File: config.mk
export PLATFORM = sky130hd
export DESIGN_NAME = fpc_regs
export DESIGN_NICKNAME = d
export VERILOG_FILES = /design/src/inc/fpc_pkg.sv /design/src/rtl/fpc_regs.sv
export SDC_FILE = /design/constraint.sdc
export NUM_CORES = 1
export LEC_CHECK = 0
export BUFFER_PORTS_ARGS = -buffer_cell sky130_fd_sc_hd__buf_2
export CAP_MARGIN = 30
export CORE_MARGIN = 2
export CORE_UTILIZATION = 30
export DETAILED_ROUTE_END_ITERATION = 12
export SETUP_SLACK_MARGIN = 0.1
export SLEW_MARGIN = 10
export SYNTH_ARGS = -nofsm -noshare
export SYNTH_HDL_FRONTEND = slang
export SYNTH_SLANG_ARGS = --single-unit
File: constraint.sdc
create_clock -name CLK -period 5.6 [get_ports CLK]
set_input_delay 0.28 -clock CLK [delete_from_list [all_inputs] [get_ports CLK]]
set_output_delay 0.28 -clock CLK [all_outputs]
set_load 0.01 [all_outputs]
File: src/inc/fpc_pkg.sv
// Package for the program-memory controller register front end
package fpc_pkg;

  // Register byte offsets within the peripheral window
  localparam logic [15:0] OFS_CONTROL  = 16'hE400;
  localparam logic [15:0] OFS_KEY      = 16'hF410;
  localparam logic [15:0] OFS_TARGET   = 16'hE420;
  localparam logic [15:0] OFS_DATA     = 16'hF430;
  localparam logic [15:0] OFS_SOURCE   = 16'hF440;

  // Alias offsets added to a base register
  localparam logic [15:0] ALIAS_CLR    = 16'h0004;
  localparam logic [15:0] ALIAS_SET    = 16'h0008;
  localparam logic [15:0] ALIAS_INV    = 16'h000C;

  // Control word field positions
  localparam int          BIT_START    = 15;
  localparam int          BIT_PERMIT   = 14;
  localparam int          BIT_WFAULT   = 13;
  localparam int          BIT_LVFAULT  = 12;
  localparam int          BIT_LVSTATE  = 11;
  localparam int          OPSEL_LO     = 0;
  localparam int          OPSEL_W      = 4;

  // Implemented bits of the control word; others read zero
  localparam logic [31:0] CONTROL_MASK = 32'h0000F80F;

  // Common reset value of every register
  localparam logic [31:0] RESET_VALUE  = 32'h00000000;

  // Memory geometry in bytes and instruction words
  localparam int          PAGE_BYTES   = 1024;
  localparam int          ROW_BYTES    = 128;
  localparam int          WORD_BYTES   = 4;
  localparam int          PAGE_WORDS   = PAGE_BYTES / WORD_BYTES;
  localparam int          ROW_WORDS    = ROW_BYTES / WORD_BYTES;

  // Alias kinds of a write
  typedef enum logic [1:0] {
    WR_PLAIN,
    WR_CLR,
    WR_SET,
    WR_INV
  } fpc_wmode_e;

  // Decoded operation outputs
  typedef struct packed {
    logic [31:0] page_base;
    logic [31:0] row_base;
    logic [3:0]  op_select;
    logic        permit;
  } fpc_op_s;

endpackage : fpc_pkg

File: src/rtl/fpc_regs.sv
// Register front end of the program-memory write controller
//
// Notes on behaviour
// - Page is 1 KB, 256 instruction words
// - Row is 128 bytes, 32 words, aligned to 128 bytes
// - Control and target have clear/set/invert aliases
// - Unimplemented bits read zero, ignore writes
// - All registers reset to zero
// - Accept requests from software anywhere
// - Serial programming path writes memory faster
//
// Design decision made here: the Wishbone interface to the registers.
`timescale 1ns/10ps
module fpc_regs #(
  parameter int ADDR_W = 16
) (
  // Clock and reset
  input  wire logic               CLK,
  input  wire logic               RST,
  // Classic Wishbone slave
  input  wire logic               WB_CYC_I,
  input  wire logic               WB_STB_I,
  input  wire logic               WB_WE_I,
  input  wire logic [ADDR_W-1:0]  WB_ADR_I,
  input  wire logic [3:0]         WB_SEL_I,
  input  wire logic [31:0]        WB_DAT_I,
  output logic      [31:0]        WB_DAT_O,
  output logic                    WB_ACK_O,
  output logic                    WB_ERR_O,
  // Status inputs from the memory array
  input  wire logic               LOW_VOLTAGE_STATE_IN,
  input  wire logic               WRITE_FAULT_EVENT,
  input  wire logic               LOW_VOLTAGE_FAULT_EVENT,
  input  wire logic               OP_DONE,
  // Serial programming path
  input  wire logic               SERIAL_PROG_ACTIVE,
  input  wire logic [31:0]        SERIAL_PROG_ADDR,
  input  wire logic [31:0]        SERIAL_PROG_DATA,
  // Outputs to the memory array
  output logic                    OP_START,
  output logic      [3:0]         OP_SELECT,
  output logic                    WRITE_PERMIT,
  output logic      [31:0]        TARGET_ADDRESS,
  output logic      [31:0]        PAGE_BASE,
  output logic      [31:0]        ROW_BASE,
  output logic      [31:0]        PROGRAM_DATA,
  output logic      [31:0]        ROW_SOURCE,
  output logic      [31:0]        UNLOCK_KEY
);

  ////////////////////////////////////////////////////////////////////////////
  // Helper functions
  // Small pure helpers; lane masks widen the four byte selects

  // Merge a bus write into a register by alias kind and byte lanes
  // Plain writes honour lanes; aliases act on bits written one in enabled lanes
  function automatic logic [31:0] merge(input logic [31:0] cur,
                                        input logic [31:0] wd,
                                        input logic [3:0]  sel,
                                        input fpc_pkg::fpc_wmode_e mode);
    logic [31:0] lane;
    logic [31:0] r;
    lane = {{8{sel[3]}}, {8{sel[2]}}, {8{sel[1]}}, {8{sel[0]}}};
    r    = cur;
    case (mode)
      fpc_pkg::WR_PLAIN: r = (cur & ~lane) | (wd & lane);
      fpc_pkg::WR_CLR:   r = cur & ~(wd & lane);
      fpc_pkg::WR_SET:   r = cur | (wd & lane);
      fpc_pkg::WR_INV:   r = cur ^ (wd & lane);
      default:           r = cur;
    endcase
    return r;
  endfunction : merge

  // Alias kind from offset relative to a base register
  function automatic fpc_pkg::fpc_wmode_e alias_kind(input logic [15:0] rel);
    fpc_pkg::fpc_wmode_e k;
    k = fpc_pkg::WR_PLAIN;
    case (rel)
      fpc_pkg::ALIAS_CLR: k = fpc_pkg::WR_CLR;
      fpc_pkg::ALIAS_SET: k = fpc_pkg::WR_SET;
      fpc_pkg::ALIAS_INV: k = fpc_pkg::WR_INV;
      default:            k = fpc_pkg::WR_PLAIN;
    endcase
    return k;
  endfunction : alias_kind

  // Hardware flag that stays set until software clears it
  function automatic logic sticky(input logic cur, input logic ev);
    return cur | ev;
  endfunction : sticky

  // Base of the aligned unit of a given size that holds an address
  function automatic logic [31:0] unit_base(input logic [31:0] a, input int unit_bytes);
    return a & ~32'(unit_bytes - 1);
  endfunction : unit_base

  // Contents seen by a read at the decoded address; holes read zero
  function automatic logic [31:0] read_word(input logic [4:0]  hits,
                                            input logic [31:0] ctl,
                                            input logic [31:0] tgt,
                                            input logic [31:0] kv,
                                            input logic [31:0] dv,
                                            input logic [31:0] sv);
    logic [31:0] v;
    v = 32'h00000000;
    if (hits[0]) v = ctl & fpc_pkg::CONTROL_MASK;
    if (hits[1]) v = tgt;
    if (hits[2]) v = kv;
    if (hits[3]) v = dv;
    if (hits[4]) v = sv;
    return v;
  endfunction : read_word

  ////////////////////////////////////////////////////////////////////////////
  // Address decode
  // Only the low 16 bits of the window are decoded; the upper bits
  // are left to the interconnect. Aliases read back the base word.

  // Decode results, valid in the request cycle
  logic [15:0] adr16;
  logic        hit_ctl;
  logic        hit_tgt;
  logic        hit_key;
  logic        hit_dat;
  logic        hit_src;
  logic        hit_any;
  logic        req;
  fpc_pkg::fpc_wmode_e ctl_mode;
  fpc_pkg::fpc_wmode_e tgt_mode;

  // Base plus three aliases for control and target
  always_comb begin
    adr16    = 16'(WB_ADR_I);
    hit_ctl  = (adr16[15:4] == fpc_pkg::OFS_CONTROL[15:4]) && (adr16[1:0] == 2'h0);
    hit_tgt  = (adr16[15:4] == fpc_pkg::OFS_TARGET[15:4]) && (adr16[1:0] == 2'h0);
    hit_key  = (adr16 == fpc_pkg::OFS_KEY);
    hit_dat  = (adr16 == fpc_pkg::OFS_DATA);
    hit_src  = (adr16 == fpc_pkg::OFS_SOURCE);
    hit_any  = hit_ctl | hit_tgt | hit_key | hit_dat | hit_src;
    ctl_mode = alias_kind(adr16 - fpc_pkg::OFS_CONTROL);
    tgt_mode = alias_kind(adr16 - fpc_pkg::OFS_TARGET);
    req      = WB_CYC_I & WB_STB_I & ~WB_ACK_O & ~WB_ERR_O;
  end

  ////////////////////////////////////////////////////////////////////////////
  // Register state
  // Two groups: the control word with its hardware flags, and the
  // address and data words loaded by software or the serial path.
  // Event inputs are synchronous to CLK; a held level keeps a flag set.

  logic [31:0] control_q, control_d;
  logic [31:0] key_q,     key_d;
  logic [31:0] target_q,  target_d;
  logic [31:0] data_q,    data_d;
  logic [31:0] source_q,  source_d;
  logic        start_q,   start_d;
  logic        start_bit;

  // Control word; software first, hardware events then override it
  always_comb begin
    control_d = control_q;
    if (req && WB_WE_I && hit_ctl) begin
      control_d = merge(control_q, WB_DAT_I, WB_SEL_I, ctl_mode);
    end
    // Completion wins over a software set of start in the same cycle
    if (OP_DONE) begin
      control_d[fpc_pkg::BIT_START] = 1'b0;
    end
    // Fault sets win over a software clear, so no fault is ever lost
    control_d[fpc_pkg::BIT_WFAULT]  = sticky(control_d[fpc_pkg::BIT_WFAULT],
                                             WRITE_FAULT_EVENT);
    control_d[fpc_pkg::BIT_LVFAULT] = sticky(control_d[fpc_pkg::BIT_LVFAULT],
                                             LOW_VOLTAGE_FAULT_EVENT);
    // State bit is read-only and simply follows its input
    control_d[fpc_pkg::BIT_LVSTATE] = LOW_VOLTAGE_STATE_IN;
    control_d = control_d & fpc_pkg::CONTROL_MASK;
    // Start pulse on a rising start bit, or a serial word
    start_bit = control_d[fpc_pkg::BIT_START] & ~control_q[fpc_pkg::BIT_START];
    start_d   = start_bit | SERIAL_PROG_ACTIVE;
  end

  // Control registers; all clear to zero on reset
  always_ff @(posedge CLK or posedge RST) begin
    if (RST) begin
      control_q <= fpc_pkg::RESET_VALUE;
      start_q   <= 1'b0;
    end else begin
      control_q <= control_d;
      start_q   <= start_d;
    end
  end

  // Key, target, data and source; software writes with byte lanes
  always_comb begin
    key_d    = key_q;
    target_d = target_q;
    data_d   = data_q;
    source_d = source_q;
    if (req && WB_WE_I) begin
      if (hit_tgt) target_d = merge(target_q, WB_DAT_I, WB_SEL_I, tgt_mode);
      if (hit_key) key_d    = merge(key_q, WB_DAT_I, WB_SEL_I, fpc_pkg::WR_PLAIN);
      if (hit_dat) data_d   = merge(data_q, WB_DAT_I, WB_SEL_I, fpc_pkg::WR_PLAIN);
      if (hit_src) source_d = merge(source_q, WB_DAT_I, WB_SEL_I, fpc_pkg::WR_PLAIN);
    end
    // Serial path overrides software; it streams words faster
    if (SERIAL_PROG_ACTIVE) begin
      target_d = SERIAL_PROG_ADDR;
      data_d   = SERIAL_PROG_DATA;
    end
  end

  // Address and data registers; all clear to zero on reset
  always_ff @(posedge CLK or posedge RST) begin
    if (RST) begin
      key_q    <= fpc_pkg::RESET_VALUE;
      target_q <= fpc_pkg::RESET_VALUE;
      data_q   <= fpc_pkg::RESET_VALUE;
      source_q <= fpc_pkg::RESET_VALUE;
    end else begin
      key_q    <= key_d;
      target_q <= target_d;
      data_q   <= data_d;
      source_q <= source_d;
    end
  end

  ////////////////////////////////////////////////////////////////////////////
  // Geometry decode of the target
  // Bases come from the next target so they move on the same edge
  // as the target itself; the array never sees a stale pair.

  // Registered geometry and operation fields
  fpc_pkg::fpc_op_s op_d, op_q;

  // Page and row bases drop the low offset bits
  always_comb begin
    op_d.page_base = unit_base(target_d, fpc_pkg::PAGE_BYTES);
    op_d.row_base  = unit_base(target_d, fpc_pkg::ROW_BYTES);
    op_d.op_select = control_d[fpc_pkg::OPSEL_LO +: fpc_pkg::OPSEL_W];
    op_d.permit    = control_d[fpc_pkg::BIT_PERMIT];
  end

  // Registered so the outputs come from flops
  always_ff @(posedge CLK or posedge RST) begin
    if (RST) begin
      op_q <= '0;
    end else begin
      op_q <= op_d;
    end
  end

  ////////////////////////////////////////////////////////////////////////////
  // Bus answer
  // A request is taken with CYC and STB high and no answer pending;
  // writes land at that edge. ACK or ERR then stands one cycle, and a
  // strobe still held after it is taken again, so masters must drop it.
  // The error strobe keeps software from hanging on a hole in the map.

  // Answer state; read data holds until the next read
  logic [31:0] rdat_d, rdat_q;
  logic        ack_d,  ack_q;
  logic        err_d,  err_q;

  // One-cycle answer; unmapped addresses take the error strobe
  always_comb begin
    rdat_d = rdat_q;
    ack_d  = req & hit_any;
    err_d  = req & ~hit_any;
    if (req && !WB_WE_I) begin
      rdat_d = read_word({hit_src, hit_dat, hit_key, hit_tgt, hit_ctl}, control_q, target_q,
                         key_q, data_q, source_q);
    end
  end

  // Answer registers
  always_ff @(posedge CLK or posedge RST) begin
    if (RST) begin
      rdat_q <= 32'h00000000;
      ack_q  <= 1'b0;
      err_q  <= 1'b0;
    end else begin
      rdat_q <= rdat_d;
      ack_q  <= ack_d;
      err_q  <= err_d;
    end
  end

  ////////////////////////////////////////////////////////////////////////////
  // Outputs

  // All outputs straight from flops
  // No logic after the registers, so output timing is clock to out only
  assign WB_DAT_O       = rdat_q;
  assign WB_ACK_O       = ack_q;
  assign WB_ERR_O       = err_q;
  assign OP_START       = start_q;
  assign OP_SELECT      = op_q.op_select;
  assign WRITE_PERMIT   = op_q.permit;
  assign TARGET_ADDRESS = target_q;
  assign PAGE_BASE      = op_q.page_base;
  assign ROW_BASE       = op_q.row_base;
  assign PROGRAM_DATA   = data_q;
  assign ROW_SOURCE     = source_q;
  assign UNLOCK_KEY     = key_q;

endmodule : fpc_regs

==> results.cfg <==
[pwr]
finalPower_mw = 3.02
vdd_drop_max_mv = 0.219
p_leak_nw = 6.35
power_density_nw_per_um2 = 234

[setup_path]
crit_arrival_ps = 3220
required_ps = 5940
path_delay_family = simple AND/OR/NAND/NOR gates
crit_type = in2reg
crit_path_max_fanout = 32
cpPeakStageDelay_ps = 1070
path_cells = buf_2 -> or3_4 -> or4_4 -> or4_1 -> or4_2 -> o31ai_1
cp-start-kind = input pin
end_kind = register
crit_buf_inv = 1
critPathSlowestCell = or4_2

[drt]
drc_errors = 0
avgRoutedWirePerCell_um = 21.4
drt-initial-drc-count = 741
highest-signal-layer = met5
first_pass_iters = 5
wl_met3_mm = 2.55
viasPerCell = 5.46
ant_nets = 0
routed_wl_mm = 39.6
wl_met2_mm = 19.1
vias = 10100
drt-met1-wl_mm = 17.0

[clock_network]
cts_root_buf = clkbuf_16
postCtsSetupRepairBufs = 0
cts_repair_resize_count = 0
clk_pin_slew_ps = 70
clock-sinks = 172
cts_tree = done
numCtsBuffers = 17
clkLatencyLatePin_ps = 450
cts_max_level = 4
clk_path_buf_depth = 2

[sta]
hold_viol_final = 0
timing.final.crit_share_pct = 51.4
rsz0062_at_grt = false
setup_violations = 0
maxSlewHeadroom_pct = 34.2
fin_skew_ps = 9.83
fin_tns_setup_ps = 0
slew_violations = 0
worst-slew-pin-transition_ps = 987
fmax_mhz = 347
min_period_ps = 2880

[placement]
gp_congestion = 0.895
place_inst = 1816
portBuffers = 340
dpl.hpwl_mm = 27.1
placed_area_sq_um = 12300

[grt]
grt_pass1_vias = 9589
track_usage_pct = 21.2
grt_antenna_before_repair = 4
grt_pass1_wl_mm = 59.1
globalRouteOverflowTotal = 0
grt_max_degree = 85

[yosys]
synthAdderAreaFrac_pct = 5.78
yosys_warnings = 0
yosysSeqAreaShare_pct = 40.6
synth_cells = 1133
synth.distinct_cells = 51
async_flop_share_pct = 100
synth-compound-area-share_pct = 20.7
synthSimpleGateAreaFrac_pct = 14.3
synth-xor-area-share_pct = 0.0826
ys.flop_type = dfrtp_1
synth_edf_count = 0
synth_top_family_by_area = compound AO/OA/AOI/OAI gates
ys_ff_latch = 172
muxShareOfSynthArea_pct = 10.1
syn_area_per_cell_sq_um = 9.35
synth_area_sq_um = 10600

[floorplan]
coreArea_sq_um = 34600
num_rows = 68
die_width_um = 192
die_area_sq_um = 36800
start_util_pct = 30.6
io_pins = 358
die_h_um = 192

[finish]
drive_gt1_share_pct = 33.9
fin_area_sq_um = 12900
final_nets = 1557
area_delta_synth_final_pct = 21.9
n_antenna_cell = 0
postLayoutCoreUtil_pct = 37.3
final_cells = 1850

[hold_path]
hp-class = in2reg

[outcome]
run_status = complete, no violations

[flow_run]
drv_cap = 0
layout by cell type (no fill, tap or decap), types with 8 or more instances in the layout:
cell	count
clkbuf_16	17
a22o_1	34
buf_2	340
a21oi_1	72
ha_1	49
mux2_2	65
inv_1	15
buf_4	17
nor2b_1	31
nor3_1	8
dfrtp_1	172
conb_1	17
a211oi_1	9
nand2_1	141
o21ai_0	69
a221oi_1	30
mux2i_1	34
nor3b_1	32
nor2_1	41
nand3_1	19
a31oi_1	69
o31ai_1	34
Yosys cell counts (30+ instances only):
cell type	number	area, sq um
a21oi_1	72	360
a221oi_1	30	263
a22o_1	34	298
a31oi_1	70	438
buf_4	68	510
clkbuf_1	73	274
dfrtp_1	172	4300
ha_1	49	613
mux2_2	65	732
mux2i_1	34	340
nand2_1	141	529
nor2_1	42	158
nor2b_1	31	194
nor3b_1	32	240
o21ai_0	69	345
o31ai_1	34	255
final timing paths:
path,from,end,slack (ps),cells after the start
min reg2reg,WB_DAT_O[2]$_DFFE_PP0P_,WB_DAT_O[2]$_DFFE_PP0P_,480,2
min in group asynchronous,RST,asynchronous set/reset pin,460,3
max,WB_ADR_I[7],ROW_BASE[28]$_DFFE_PP0P_,2720,6
min,LOW_VOLTAGE_FAULT_EVENT,control_q[12]$_DFF_PP0_,40,3
max reg2reg,WB_ACK_O$_DFF_PP0_,ROW_BASE[28]$_DFFE_PP0P_,2860,5
max in group asynchronous,RST,TARGET_ADDRESS[1]$_DFFE_PP0P_,3790,4
kinds of logic after synthesis:
family	count (synthesis)
other cells	1
fa+ha+maj	49
mux	99
xor+xnor	1
buf+inv	163
compound gates	338
flops	172
simple gates	310
stage by stage:
step	worst slack, ps	hold slack (ps)
5_1_grt	2650	41.2
4_1_cts	2750	27.1
3_3_place_gp	2290	392
6_report	2720	44.4
3_5_place_dp	2270	389
2_1_floorplan	660	311
routing by layer:
layer  vias up  track usage [%]
li1       4588                -
met1      5008             28.1
met2       443             34.9
met3        59             3.89
met4         6             6.98
met5         -                0
where the power goes:
part	internal [mW]	total, mW	switching, mW
Sequential	1.28	1.35	0.0634
Clock	0.633	1.20	0.571
Combinational	0.189	0.474	0.285
worst min-delay path, cell delays in order:
cell,delay (ps)
buf_2,80
a21oi_1,30
o21ai_0,60
layout make-up:
class	instances	area (sq um)
clock buffers	18	439
clock inverters	14	133
fillers	3598	21700
inverters	16	65.1
multi-input cells	814	5520
flip-flops and latches	172	4300
well taps	455	569
repair buffers	361	1890
timing repair:
action / CTS / global route
hold buffers: 2 / 0
setup endpoints to repair: 0 / 0
hold endpoints to repair: 74 / 0
No activity file was read; power rests on OpenSTA's default activity.
